**src/inc/uart_map.vh**
```
// Register map, field positions and rate constants for the nine-bit serial ports
`ifndef UART_MAP_VH
`define UART_MAP_VH

// Register addresses
`define UART_CTRL0_ADDR 8'h98
`define UART_BUF0_ADDR 8'h99
`define UART_CTRL1_ADDR 8'hc0
`define UART_BUF1_ADDR 8'hc1
`define UART_AUX_ADDR 8'h87

// Control register fields
`define UART_MODE_HI 7
`define UART_MODE_LO 6
`define UART_MP 5
`define UART_RXEN 4
`define UART_TX9 3
`define UART_RX9 2
`define UART_TXDONE 1
`define UART_RXDONE 0

// Auxiliary register fields
`define UART_DBL0 7
`define UART_DBL1 6
`define UART_T2SEL 5
`define UART_AUX_MASK 8'he0

// Reset values
`define UART_CTRL_RST 8'h00
`define UART_AUX_RST 8'h00
`define UART_BUF_RST 8'h00

// Fixed-rate prescaler reloads: sample tick at clk/4 or clk/2
`define UART_PRE_SLOW 2'h3
`define UART_PRE_FAST 2'h1

// Frame and sampling positions
`define UART_SMP_LAST 4'hf
`define UART_VOTE_A 4'h7
`define UART_VOTE_C 4'h9
`define UART_STOP_IDX 4'ha
`define UART_NINTH_IDX 4'h9
`define UART_IDLE_PIN 1'b1

`endif

```
**src/rtl/pair_buffer.v**
```verilog
// Two-entry valid/ready buffer
`timescale 1ns/1ps
module pair_buffer #(
	parameter WIDTH = 9
) (
	input wire i_clk,
	input wire i_rst,
	input wire i_in_valid,
	output wire o_in_ready,
	input wire [WIDTH-1:0] i_in_data,
	output wire o_out_valid,
	input wire i_out_ready,
	output wire [WIDTH-1:0] o_out_data
);

reg [WIDTH-1:0] mem_r [0:1];
reg wp_r;
reg rp_r;
reg [1:0] cnt_r;
wire push;
wire pop;

assign o_in_ready = (cnt_r != 2'h2);
assign o_out_valid = (cnt_r != 2'h0);
assign o_out_data = mem_r[rp_r];
assign push = i_in_valid && o_in_ready;
assign pop = o_out_valid && i_out_ready;

always @(posedge i_clk) begin
	if (i_rst) begin
		wp_r <= 1'b0;
		rp_r <= 1'b0;
		cnt_r <= 2'h0;
		mem_r[0] <= {WIDTH{1'b0}};
		mem_r[1] <= {WIDTH{1'b0}};
	end else begin
		if (push) begin
			mem_r[wp_r] <= i_in_data;
			wp_r <= ~wp_r;
		end
		if (pop) begin
			rp_r <= ~rp_r;
		end
		if (push && !pop) begin
			cnt_r <= cnt_r + 2'h1;
		end else if (pop && !push) begin
			cnt_r <= cnt_r - 2'h1;
		end
	end
end

endmodule

```
**src/rtl/nine_bit_uart_multiproc.v**
```verilog
// Two nine-bit asynchronous serial ports with multiprocessor filtering
`timescale 1ns/1ps
`include "uart_map.vh"
// What this block does
// Frame is start, eight data bits LSB first, ninth bit, stop: eleven bits.
// Transmitted ninth bit comes from the software-written transmit ninth-bit field.
// Fixed-rate mode runs at clk/64, or clk/32 with baud doubling.
// Transmission starts on the first divide-by-16 rollover after a buffer write.
// Output order is start, data LSB first, ninth bit, stop.
// Transmit-done flag sets when the stop bit is placed on the pin.
// Reception starts only on a start falling edge while receive is enabled.
// Receiver samples the input sixteen times per bit at any rate.
// Start edge resets the receive divide-by-16 counter to align bit boundaries.
// Each bit value is a two-of-three vote on mid-bit samples.
// Start bit not voted low abandons the frame and rearms edge search.
// At mid stop accept only if receive-done clear and, multiprocessor, stop high.
// Accepted frame loads buffer, receive ninth-bit field, sets receive-done.
// Rejected frame leaves buffer, ninth-bit field and receive-done unchanged.
// After mid stop the receiver watches for the next falling edge.
// Timer-rate mode keeps the frame but takes rate from timer overflow.
// With multiprocessor mode, receive event raised only when ninth bit is one.
// A sending master marks address bytes with ninth bit one, data zero.
// Addressed slave clears multiprocessor enable; others keep it set.
// Timer overflow pulses divided by 16; timer 1 rate optionally halved.
// Only port 0 may use timer 2, counting at clk/2.
// Two independent port instances with own buffer, flags, enables, doubling.
module nine_bit_uart_multiproc #(
	parameter PORTS = 2
) (
	input wire i_clk,
	input wire i_rst,
	input wire [7:0] i_sfr_addr,
	input wire i_sfr_wr,
	input wire i_sfr_rd,
	input wire [7:0] i_sfr_wdata,
	output wire [7:0] o_sfr_rdata,
	input wire i_t1_ovf,
	input wire i_t2_ovf,
	output wire o_t2_inc,
	input wire [PORTS-1:0] i_serial_in_pin,
	output wire [PORTS-1:0] o_serial_out_pin,
	output wire [PORTS-1:0] o_tx_ready,
	output wire [PORTS-1:0] o_tx_done_flag,
	output wire [PORTS-1:0] o_rx_done_flag,
	output wire [PORTS-1:0] o_serial_irq
);

////////////////////////////////////////////////////////////////////////////////
// Address decode and majority vote helpers

function [7:0] ctrl_addr;
	input integer p;
	begin
		ctrl_addr = (p == 0) ? `UART_CTRL0_ADDR : `UART_CTRL1_ADDR;
	end
endfunction

function [7:0] buf_addr;
	input integer p;
	begin
		buf_addr = (p == 0) ? `UART_BUF0_ADDR : `UART_BUF1_ADDR;
	end
endfunction

function maj3;
	input a;
	input b;
	input c;
	begin
		maj3 = (a & b) | (a & c) | (b & c);
	end
endfunction

////////////////////////////////////////////////////////////////////////////////
// Shared auxiliary register and timer 2 increment strobe

reg [7:0] aux_r;
reg [7:0] rdata_r;
reg t2_div_r;
wire [8*PORTS-1:0] port_rd;
reg [7:0] rd_nxt;
integer k;

always @(posedge i_clk) begin
	if (i_rst) begin
		aux_r <= `UART_AUX_RST;
	end else if (i_sfr_wr && i_sfr_addr == `UART_AUX_ADDR) begin
		aux_r <= i_sfr_wdata & `UART_AUX_MASK;
	end
end

// Timer 2 counts at clk/2 while it is the baud source of port 0
always @(posedge i_clk) begin
	if (i_rst) begin
		t2_div_r <= 1'b0;
	end else begin
		t2_div_r <= aux_r[`UART_T2SEL] ? ~t2_div_r : 1'b0;
	end
end
assign o_t2_inc = t2_div_r;

always @* begin
	rd_nxt = (i_sfr_addr == `UART_AUX_ADDR) ? aux_r : 8'h00;
	for (k = 0; k < PORTS; k = k + 1) begin
		rd_nxt = rd_nxt | port_rd[8*k +: 8];
	end
end

always @(posedge i_clk) begin
	if (i_rst) begin
		rdata_r <= 8'h00;
	end else if (i_sfr_rd) begin
		rdata_r <= rd_nxt;
	end
end
assign o_sfr_rdata = rdata_r;

////////////////////////////////////////////////////////////////////////////////
// Serial ports

genvar g;
generate
	for (g = 0; g < PORTS; g = g + 1) begin : port
		reg [7:0] ctrl_r;
		reg [7:0] ctrl_nxt;
		reg [7:0] rbuf_r;
		reg [1:0] pre_r;
		reg half_r;
		reg tick_r;
		reg [3:0] txc_r;
		reg tx_busy_r;
		reg [3:0] txi_r;
		reg [10:0] txs_r;
		reg txo_r;
		reg rs1_r;
		reg rs2_r;
		reg rprev_r;
		reg rx_busy_r;
		reg [3:0] rxc_r;
		reg [3:0] rxi_r;
		reg [1:0] smp_r;
		reg [8:0] rsh_r;
		reg [7:0] rd_port;
		wire hit_ctrl;
		wire hit_buf;
		wire wr_ctrl;
		wire wr_buf;
		wire active;
		wire dbl;
		wire use_t2;
		wire ovf;
		wire f_valid;
		wire [8:0] f_data;
		wire [10:0] frame;
		wire tx_roll;
		wire tx_pop;
		wire tx_set;
		wire rx_start;
		wire vote_tick;
		wire vote;
		wire accept;
		wire rx_set;

		assign hit_ctrl = (i_sfr_addr == ctrl_addr(g));
		assign hit_buf = (i_sfr_addr == buf_addr(g));
		assign wr_ctrl = i_sfr_wr && hit_ctrl;
		assign wr_buf = i_sfr_wr && hit_buf;
		assign active = ctrl_r[`UART_MODE_HI];
		assign dbl = aux_r[`UART_DBL0 - g];
		assign use_t2 = (g == 0) && aux_r[`UART_T2SEL];
		assign ovf = use_t2 ? i_t2_ovf : i_t1_ovf;

		////////////////////////////////////////////////////////////////////
		// Sample tick at sixteen times the bit rate

		always @(posedge i_clk) begin
			if (i_rst) begin
				pre_r <= 2'h0;
				half_r <= 1'b0;
				tick_r <= 1'b0;
			end else begin
				tick_r <= 1'b0;
				if (!ctrl_r[`UART_MODE_LO]) begin
					if (pre_r == 2'h0) begin
						pre_r <= dbl ? `UART_PRE_FAST : `UART_PRE_SLOW;
						tick_r <= 1'b1;
					end else begin
						pre_r <= pre_r - 2'h1;
					end
				end else if (ovf) begin
					if (use_t2 || dbl) begin
						tick_r <= 1'b1;
					end else begin
						half_r <= ~half_r;
						tick_r <= half_r;
					end
				end
			end
		end

		////////////////////////////////////////////////////////////////////
		// Transmit path

		pair_buffer #(
			.WIDTH(9)
		) tx_buf (
			.i_clk(i_clk),
			.i_rst(i_rst),
			.i_in_valid(wr_buf),
			.o_in_ready(o_tx_ready[g]),
			.i_in_data({ctrl_r[`UART_TX9], i_sfr_wdata}),
			.o_out_valid(f_valid),
			.i_out_ready(tx_pop),
			.o_out_data(f_data)
		);

		assign frame = {`UART_IDLE_PIN, f_data[8], f_data[7:0], 1'b0};
		assign tx_roll = tick_r && (txc_r == `UART_SMP_LAST);
		assign tx_pop = tx_roll && active && f_valid && (!tx_busy_r || txi_r == `UART_STOP_IDX);
		assign tx_set = tx_roll && tx_busy_r && (txi_r == `UART_NINTH_IDX);

		always @(posedge i_clk) begin
			if (i_rst) begin
				txc_r <= 4'h0;
				tx_busy_r <= 1'b0;
				txi_r <= 4'h0;
				txs_r <= 11'h7ff;
				txo_r <= `UART_IDLE_PIN;
			end else begin
				if (tick_r) begin
					txc_r <= txc_r + 4'h1;
				end
				if (tx_pop) begin
					tx_busy_r <= 1'b1;
					txi_r <= 4'h0;
					txo_r <= frame[0];
					txs_r <= {1'b1, frame[10:1]};
				end else if (tx_roll && tx_busy_r) begin
					if (txi_r == `UART_STOP_IDX) begin
						tx_busy_r <= 1'b0;
						txo_r <= `UART_IDLE_PIN;
					end else begin
						txi_r <= txi_r + 4'h1;
						txo_r <= txs_r[0];
						txs_r <= {1'b1, txs_r[10:1]};
					end
				end
			end
		end

		////////////////////////////////////////////////////////////////////
		// Receive path

		assign rx_start = tick_r && active && ctrl_r[`UART_RXEN] && !rx_busy_r && rprev_r && !rs2_r;
		assign vote_tick = tick_r && rx_busy_r && (rxc_r == `UART_VOTE_C);
		assign vote = maj3(smp_r[1], smp_r[0], rs2_r);
		assign accept = !ctrl_r[`UART_RXDONE] && (!ctrl_r[`UART_MP] || (vote && rsh_r[8]));
		assign rx_set = vote_tick && (rxi_r == `UART_STOP_IDX) && accept;

		always @(posedge i_clk) begin
			if (i_rst) begin
				rs1_r <= `UART_IDLE_PIN;
				rs2_r <= `UART_IDLE_PIN;
				rprev_r <= `UART_IDLE_PIN;
				rx_busy_r <= 1'b0;
				rxc_r <= 4'h0;
				rxi_r <= 4'h0;
				smp_r <= 2'h3;
				rsh_r <= 9'h000;
			end else begin
				rs1_r <= i_serial_in_pin[g];
				rs2_r <= rs1_r;
				if (tick_r) begin
					rprev_r <= rs2_r;
				end
				if (rx_start) begin
					rx_busy_r <= 1'b1;
					rxc_r <= 4'h0;
					rxi_r <= 4'h0;
				end else if (tick_r && rx_busy_r) begin
					rxc_r <= rxc_r + 4'h1;
					if (rxc_r >= `UART_VOTE_A && rxc_r < `UART_VOTE_C) begin
						smp_r <= {smp_r[0], rs2_r};
					end
					if (rxc_r == `UART_VOTE_C) begin
						rxi_r <= rxi_r + 4'h1;
						if (rxi_r == 4'h0 && vote) begin
							rx_busy_r <= 1'b0;
						end else if (rxi_r == `UART_STOP_IDX) begin
							rx_busy_r <= 1'b0;
						end else if (rxi_r != 4'h0) begin
							rsh_r <= {vote, rsh_r[8:1]};
						end
					end
				end
			end
		end

		////////////////////////////////////////////////////////////////////
		// Control and buffer registers; hardware sets win over writes

		always @* begin
			ctrl_nxt = wr_ctrl ? i_sfr_wdata : ctrl_r;
			if (tx_set) begin
				ctrl_nxt[`UART_TXDONE] = 1'b1;
			end
			if (rx_set) begin
				ctrl_nxt[`UART_RXDONE] = 1'b1;
				ctrl_nxt[`UART_RX9] = rsh_r[8];
			end
		end

		always @(posedge i_clk) begin
			if (i_rst) begin
				ctrl_r <= `UART_CTRL_RST;
				rbuf_r <= `UART_BUF_RST;
			end else begin
				ctrl_r <= ctrl_nxt;
				if (rx_set) begin
					rbuf_r <= rsh_r[7:0];
				end
			end
		end

		////////////////////////////////////////////////////////////////////
		// Read select for this port

		always @* begin
			rd_port = 8'h00;
			if (hit_ctrl) begin
				rd_port = ctrl_r;
			end else if (hit_buf) begin
				rd_port = rbuf_r;
			end
		end

		assign port_rd[8*g +: 8] = rd_port;
		assign o_serial_out_pin[g] = txo_r;
		assign o_tx_done_flag[g] = ctrl_r[`UART_TXDONE];
		assign o_rx_done_flag[g] = ctrl_r[`UART_RXDONE];
		assign o_serial_irq[g] = ctrl_r[`UART_TXDONE] | ctrl_r[`UART_RXDONE];
	end
endgenerate

endmodule

```
**config.mk**
```make
export PLATFORM = sky130hd
export DESIGN_NAME = nine_bit_uart_multiproc
export DESIGN_NICKNAME = d
export VERILOG_FILES = /design/src/rtl/pair_buffer.v /design/src/rtl/nine_bit_uart_multiproc.v
export VERILOG_INCLUDE_DIRS = /design/src /design/src/inc
export SDC_FILE = /design/constraint.sdc
export NUM_CORES = 1
export LEC_CHECK = 0
export ABC_CLOCK_PERIOD_IN_PS = 5400
export BUFFER_PORTS_ARGS = -buffer_cell sky130_fd_sc_hd__buf_2
export CORE_ASPECT_RATIO = 1.5
export CORE_MARGIN = 1.5
export CORE_UTILIZATION = 45
export DETAILED_ROUTE_END_ITERATION = 10
export SLEW_MARGIN = 20
export SYNTH_ARGS = -nofsm -noshare
export SYNTH_HDL_FRONTEND = slang
export SYNTH_SLANG_ARGS = --single-unit
```
**constraint.sdc**
```tcl
create_clock -name i_clk -period 5.4 [get_ports i_clk]
set_input_delay 0.81 -clock i_clk [delete_from_list [all_inputs] [get_ports i_clk]]
set_output_delay 0.81 -clock i_clk [all_outputs]
set_load 0.02 [all_outputs]
```
==> results.ini, run 1 <==
[status]
outcome = completed

[drt]
wl_um = 17600
drtAntennaViolNets = 0
initialDrtViolationCount = 297
drc = 0
first_pass_iters = 7
num_vias = 5965
via_per_inst = 5.57
wl_per_cell_um = 16.5

[synth]
async_flop_share = 0
ys.warnings.count = 0
yosysSeqAreaShare = 0.491
yosysTopAreaCellShare = 0.359
synthFlopType = dfxtp_1
synthTopCellsByArea = dfxtp_1 36%, edfxtp_1 13%, mux2i_1 7.0%
synth_edf_count = 36
avgSynthCellArea_um2 = 9.83
synth.net_count = 875
synth_cell_types = 59
syn_area_um2 = 8150
yosys.area.top_type = dfxtp_1
synth_common_cells = 146 x dfxtp_1, 79 x nor2_1, 57 x mux2i_1, 44 x a21oi_1, 44 x nand2_1
ys_ff_latch = 182
netlist_instances = 829
yosysMostFrequentCell = dfxtp_1

[floorplan]
die_w_um = 113
core_area_um2 = 17900
die_h_um = 168
die_area_um2 = 18900
io_pins = 43
start_util = 0.456
rows = 60

[power]
p_leak_nw = 3.59
combPwrFrac = 0.036
p_int_mw = 2.06
clockPowerShare = 0.431
seqPwrFrac = 0.534
switching_share = 0.225
powerDensity_nw_per_um2 = 297
p_switching_mw = 0.598
ir_drop_v = 0.000165

[layout]
fillers = 1694
areaGrowthSynthToFinish_pct = 9.83
drive_gt1_frac = 0.107
final_cell_area_um2 = 8950
nets = 887
n_antenna_cell = 0

[timing]
hold_viol_final = 0
slew_viol_final = 0
max_freq_mhz = 372
fin_crit_sh = 0.498
rsz0062_at_grt = false
worstMarginPinSlew_ns = 1.06
clock_skew_ns = 0.00878
tns_ns = 0
finalCriticalPeriod_ns = 2.69
setup_viol = 0
relSlewSlack = 0.293

[global_routing]
grt_use_met2 = 0.330
first_global_vias = 5895
use_met1 = 0.239
grt_overflow_total = 0
grt_usage = 0.193
antenna_found_initial = 0
grt_max_degree = 104
grt_pass1_wl_um = 29100
use_met3 = 0.0320
globalRoute.busiestLayer = met2

[placement]
numPortBuffers = 42
dp_hpwl_um = 12500
place_area_um2 = 8410
gp_congestion = 0.858

[run]
cap_violations = 0

[clock_network]
cts_resized = 0
cts_root_buffer = clkbuf_16
worstSkewPairLatency_ns = 0.43
tritoncts = built
cts_made_buffers = 17
clock_sinks = 182
cts_setup_buffers = 0
htreeDepth = 4
ctsHoldBuffers = 0
cts_buffer_depth = 2
clkTransAtPathRegs_ns = 0.06

[worst_setup_path]
crit_type = input port to flip-flop
worstSetupEndpointType = flip-flop
cp-start-kind = input port
critPathMaxFanout = 13
worstPathRequired_ns = 5.52
arrival_ns = 2.81

[min_path]
hp-class = flip-flop to flip-flop

[flip-flops by register name (all words and copies together), names as in the netlist, 8 cells and up, named ones only]
signal and flops:
port.tx_buf.mem_r 36, port.rsh_r 18, port.txs_r 18, port.ctrl_r 16, port.rbuf_r 16, o_sfr_rdata 8
port.rxc_r 8, port.rxi_r 8, port.txc_r 8, port.txi_r 8
[through the flow]
stage                      util  power (mW)  instances  setup slack, ns  hold slack (ns)
final                     0.501        2.66       1071             2.71            0.408
after global routing      0.501        2.75       1071             2.50            0.443
after CTS                 0.501        2.69       1071             2.78            0.413
after detailed placement  0.470        1.55       1039             2.31            0.404
after global placement    0.470        1.54       1039             2.40            0.399
after floorplan               -        1.51        829             2.72            0.389
[cell usage in the layout (no fill, tap or decap), drive strengths merged, types with 9 or more instances in the layout]
cell type	n
a2111oi	14
a211o	10
a21oi	44
a31oi	15
and2	39
buf	43
clkbuf	20
dfxtp	146
edfxtp	36
ha	22
inv	20
mux2i	57
nand2	44
nand3	37
nand3b	9
nand4	13
nor2	79
nor2b	34
nor3	13
o21ai	33
or2	10
xnor2	11
xor2	21
[path summary, 6_finish.rpt]
check | start | to | slack [ns] | depth (start not counted)
setup / recovery | i_sfr_addr[5] | port[0].tx_buf.mem_r[1][8] | 2.71 | 5
hold / removal | o_t2_inc | o_t2_inc | 0.41 | 1
setup reg to reg | port[1].tick_r | port[1].tx_buf.cnt_r[1] | 3.02 | 5
hold reg to reg | o_t2_inc | o_t2_inc | 0.41 | 1
[critical path, stage by stage]
cell,delay (ns)
buf_2,0.11
nor3b_2,0.45
nand2_1,0.41
nor4b_2,0.67
or2_2,0.35
[logic make-up (layout without fill, tap and decap cells)]
group / after synthesis / in the layout / share of synthesized area
AOI/OAI and AO/OA: 149 / 149 / 0.119
DFF: 182 / 182 / 0.491
xor gates and xnor gates: 32 / 32 / 0.0344
adders and majority gates: 24 / 24 / 0.0362
buffers and inverters: 68 / 93 / 0.0372
muxes: 57 / 57 / 0.0700
and+or+nand+nor: 317 / 317 / 0.212
[power groups by stage]
stage	clock (mW)	sequential, mW	combinational [mW]
floorplan	0	1.45	0.0601
global placement	0	1.45	0.0925
detailed placement	0	1.45	0.0947
CTS	1.17	1.42	0.0954
global route	1.22	1.42	0.105
finish	1.15	1.42	0.0948
[cell type report]
| type | instances | area (µm²) | area share |
|---|---|---|---|
| inverter | 18 | 67.6 | 0.00755 |
| sequential | 182 | 4000 | 0.447 |
| clock inverter | 12 | 76.3 | 0.00853 |
| tap | 217 | 272 | 0.0303 |
| clock buffer | 20 | 468 | 0.0523 |
| timing repair buffer | 43 | 220 | 0.0246 |
| multi-input combinational | 579 | 3840 | 0.429 |
[layer usage]
metal	wire, µm	part of all wire
met3	536	0.030
met4	487	0.028
met1	7900	0.45
met5	0	0
met2	8700	0.49
Note: power is estimated with default switching activity, not from simulation.
==> inputs of run 2 (changes only) <==
- ABC_CLOCK_PERIOD_IN_PS: 5400 -> 2500
- clock period: 5.4 -> 2.5 ns (I/O delays scaled with it)
==> results.ini, run 2 (synthesized netlist as in run 1, its figures left out) <==
[drt]
met1_length_um = 7990
via_per_inst = 5.51
first_pass_iters = 4
drtAntennaViolNets = 0
initialDrtViolationCount = 248
wl_met2_um = 8980
wl_per_cell_um = 16.4
wl_um = 17800
met3_wirelength_um = 525
top_layer = met4
num_vias = 5981
drc = 0

[layout]
drive_gt1_frac = 0.124
final_common_cell = dfxtp_1
areaGrowthSynthToFinish_pct = 12.0
largest_register_ffs = 36
n_antenna_cell = 0
final_cell_area_um2 = 9130
reg.largest.list = port.tx_buf.mem_r: 36 flops, port.rsh_r: 18 flops, port.txs_r: 18 flops
nets = 902
final_cell_mix = 146 x dfxtp_1, 79 x nor2_1, 57 x mux2i_1
top_register = port.tx_buf.mem_r

[floorplan]
die_area_um2 = 18900
start_util = 0.456
rows = 60
die_w_um = 113
io_pins = 43
die_h_um = 168
core_area_um2 = 17900

[power]
ir_drop_v = 0.000434
p_leak_nw = 3.69
powerDensity_nw_per_um2 = 660
power.total_mw = 6.02

[clock_network]
htreeDepth = 4
cts_buffer_depth = 2
tritoncts = built
clkTransAtPathRegs_ns = 0.07
cts_root_buffer = clkbuf_16
cts_made_buffers = 17
cts_resized = 0
clock_sinks = 182
worstSkewPairLatency_ns = 0.43
cts_setup_buffers = 0
ctsHoldBuffers = 0

[worst_setup_path]
crit_type = flip-flop to flip-flop
worst_r2r_path_depth = 6
cp-start-kind = flip-flop
worstPathRequired_ns = 2.78
worstSetupEndpointType = flip-flop
r2r-start = port[0].txi_r[1]
arrival_ns = 2.55
regToRegSetupSlack_ns = 0.23
rr_endpoint = port[0].txs_r[3]
critPathMaxFanout = 12

[placement]
numPortBuffers = 42
dp_hpwl_um = 12600
place_area_um2 = 8520
gp_congestion = 0.823

[timing]
slew_viol_final = 0
finalCriticalPeriod_ns = 2.27
hold_viol_final = 0
clock_skew_ns = 0.0141
rsz0062_at_grt = false
holdWs_ns = 0.122
max_freq_mhz = 440
tns_ns = 0
setup_viol = 0
relSlewSlack = 0.322
fin_crit_sh = 0.908
worstMarginPinSlew_ns = 1.01

[global_routing]
grt_usage = 0.194
grt_overflow_total = 0
first_global_vias = 5873
antenna_found_initial = 0
grt_pass1_wl_um = 29400
grt_max_degree = 133

[min_path]
hp-class = input port to flip-flop
holdPathStages = 2
holdPathEnd = port[1].rs1_r
hold_start = i_serial_in_pin[1]

[run]
cap_violations = 0

[status]
outcome = completed

-- run 2: stage by stage --
stage,utilization,std cells,worst slack (ns)
floorplan,-,829,0.251
global placement,0.477,1053,0.240
detailed placement,0.477,1053,0.174
CTS,0.511,1085,0.167
global route,0.511,1086,0.108
finish,0.511,1086,0.229
-- run 2: how the worst max path moves through the flow --
stage	start	end	slack (ns)	cells after the start
final	port[0].txi_r[1]	port[0].txs_r[3]	0.23	6
after global routing	port[0].txi_r[1]	port[0].txs_r[6]	0.11	6
after CTS	port[0].txi_r[1]	port[0].txs_r[2]	0.17	6
after detailed placement	port[0].txi_r[1]	port[0].txs_r[2]	0.17	6
after global placement	i_sfr_addr[1]	port[1].tx_buf.mem_r[1][8]	0.24	5
after floorplan	i_sfr_addr[1]	port[1].tx_buf.mem_r[1][0]	0.25	5
-- run 2: report_power, final --
group | switching (mW) | leakage, nW | internal, mW
sequential | 0.0242 | 1.55 | 3.03
clock | 1.16 | 0.290 | 1.58
combinational | 0.142 | 1.85 | 0.0799
-- run 2: final cells by class --
type / instances / area, µm²
clock buffers: 17 / 425
clock inverters: 15 / 176
fillers: 1690 / 8740
inverters: 18 / 67.6
multi-input cells: 579 / 3840
flip-flops and latches: 182 / 4000
well taps: 217 / 272
repair buffers: 58 / 343
-- run 2: per-layer routing --
metal,up-vias,GRT usage
met5,-,0
met4,0,0.0750
met3,19,0.0310
met2,86,0.332
met1,2889,0.247
li1,2987,-
-- run 2: worst max-delay path, cell delays in order, from the launching register on --
cell	delay, ns
dfxtp_1	0.42
ha_1	0.19
nand3b_1	0.17
a211o_1	0.38
buf_4	0.19
a2111oi_0	0.69
a31oi_1	0.08
==> inputs of run 3 (changes only) <==
- CELL_PAD_IN_SITES_DETAIL_PLACEMENT: unset -> 1
- CELL_PAD_IN_SITES_GLOBAL_PLACEMENT: unset -> 1
- PLACE_DENSITY_LB_ADDON: unset -> 0.1
==> results.ini, run 3 (synthesized netlist as in run 1, its figures left out) <==
[clock_network]
worstSkewPairLatency_ns = 0.43
cts_made_buffers = 17
ctsHoldBuffers = 0
cts_setup_buffers = 0
cts_buffer_depth = 2
htreeDepth = 4
cts_root_buffer = clkbuf_16
cts_resized = 0
clkTransAtPathRegs_ns = 0.07
clock_sinks = 182
tritoncts = built

[worst_setup_path]
critical-path-top-delay-family = compound AO/OA/AOI/OAI gates
crit_slowest_cell = a211o_1
cp-start-kind = flip-flop
worstSetupEndpointType = flip-flop
cp_common_cell = ha_1
path_cells = inv_1 -> ha_1 -> nand3b_1 -> a211o_1 -> ha_1 -> or3_1 -> a21oi_1
critPathMaxFanout = 10
arrival_ns = 2.58
worstPathRequired_ns = 2.85
crit_buf_inv = 1
cp_slowest_stage_delay_ns = 0.49
crit_type = flip-flop to flip-flop

[drt]
drc = 0
wl_per_cell_um = 17.9
first_pass_iters = 4
wl_um = 19400
via_per_inst = 5.58
initialDrtViolationCount = 285
drtAntennaViolNets = 0
num_vias = 6063

[timing]
relSlewSlack = 0.283
clock_skew_ns = 0.00833
fin_crit_sh = 0.891
max_freq_mhz = 449
worstMarginPinSlew_ns = 1.07
hold_viol_final = 0
rsz0062_at_grt = false
setup_viol = 0
slew_viol_final = 0
finalCriticalPeriod_ns = 2.23
tns_ns = 0

[layout]
largest_register_ffs = 36
areaGrowthSynthToFinish_pct = 11.2
fillers = 2055
final_common_cell = dfxtp_1
nets = 901
final_cell_mix = 146 x dfxtp_1, 79 x nor2_1, 57 x mux2i_1
multi_input_area_um2 = 3840
top_register = port.tx_buf.mem_r
reg.largest.list = port.tx_buf.mem_r: 36 flops, port.rsh_r: 18 flops, port.txs_r: 18 flops
seq_area_um2 = 4000
fin_util = 0.507
drive_gt1_frac = 0.122

[global_routing]
first_global_vias = 6549
antenna_found_initial = 2
grt_overflow_total = 0
grt_usage = 0.215
grt_max_degree = 133
grt_pass1_wl_um = 32400

[floorplan]
core_area_um2 = 17900
io_pins = 43
start_util = 0.456
die_h_um = 168
rows = 60
die_w_um = 113
die_area_um2 = 18900

[run]
cap_violations = 0

[power]
switching_share = 0.227
p_switching_mw = 1.30
combPwrFrac = 0.039
powerDensity_nw_per_um2 = 633
p_int_mw = 4.44
seqPwrFrac = 0.533
ir_drop_v = 0.000401
clockPowerShare = 0.428
p_leak_nw = 3.66

[min_path]
hp-class = input port to flip-flop

[placement]
dp_hpwl_um = 13800
numPortBuffers = 42
gp_congestion = 0.750

[status]
outcome = completed

[run 3: power groups by stage]
stage | combinational, mW | sequential, mW | clock, mW
6_report | 0.226 | 3.06 | 2.45
5_1_grt | 0.252 | 3.06 | 2.63
4_1_cts | 0.230 | 3.06 | 2.53
3_5_place_dp | 0.228 | 3.13 | 0
3_3_place_gp | 0.220 | 3.12 | 0
2_1_floorplan | 0.130 | 3.12 | 0
[run 3: path summary, 6_finish.rpt]
check / slack, ns / end / cells after the start / start
setup reg to reg: 0.27 / port[0].tx_buf.cnt_r[1] / 7 / port[0].txi_r[0]
hold / removal: 0.13 / port[0].rs1_r / 2 / i_serial_in_pin[0]
setup / recovery: 0.27 / port[0].tx_buf.cnt_r[1] / 7 / port[0].txi_r[0]
hold reg to reg: 0.41 / port[1].rs2_r / 1 / port[1].rs1_r
[run 3: through the flow]
stage | setup slack [ns] | instance area (µm²) | total power [mW] | hold slack [ns] | cells
2_1_floorplan | 0.251 | 8150 | 3.25 | 0.389 | 829
3_3_place_gp | 0.234 | 8520 | 3.34 | 0.396 | 1053
3_5_place_dp | 0.165 | 8520 | 3.35 | 0.398 | 1053
4_1_cts | 0.252 | 9060 | 5.82 | 0.115 | 1085
5_1_grt | 0.112 | 9060 | 5.95 | 0.126 | 1086
6_report | 0.273 | 9060 | 5.74 | 0.130 | 1086
[run 3: worst reg2reg max path: stages, from the launching register on]
cell and delay (ns):
dfxtp_1 0.35, inv_1 0.08, ha_1 0.15, nand3b_1 0.16, a211o_1 0.49, ha_1 0.39
or3_1 0.38, a21oi_1 0.15
[run 3: area by class of cell]
cell class                 instances  share of cell area
clock buffer                      21              0.0508
multi-input combinational        579               0.424
sequential                       182               0.442
timing repair buffer              57              0.0373
inverter                          18             0.00746
tap                              217              0.0300
antenna                            1            0.000276
clock inverter                    11             0.00829
[run 3: per-layer routing]
metal,share of wire,GRT usage
met3,0.028,0.0410
met1,0.44,0.255
met5,0.00057,0
met2,0.51,0.389
met4,0.017,0.0723
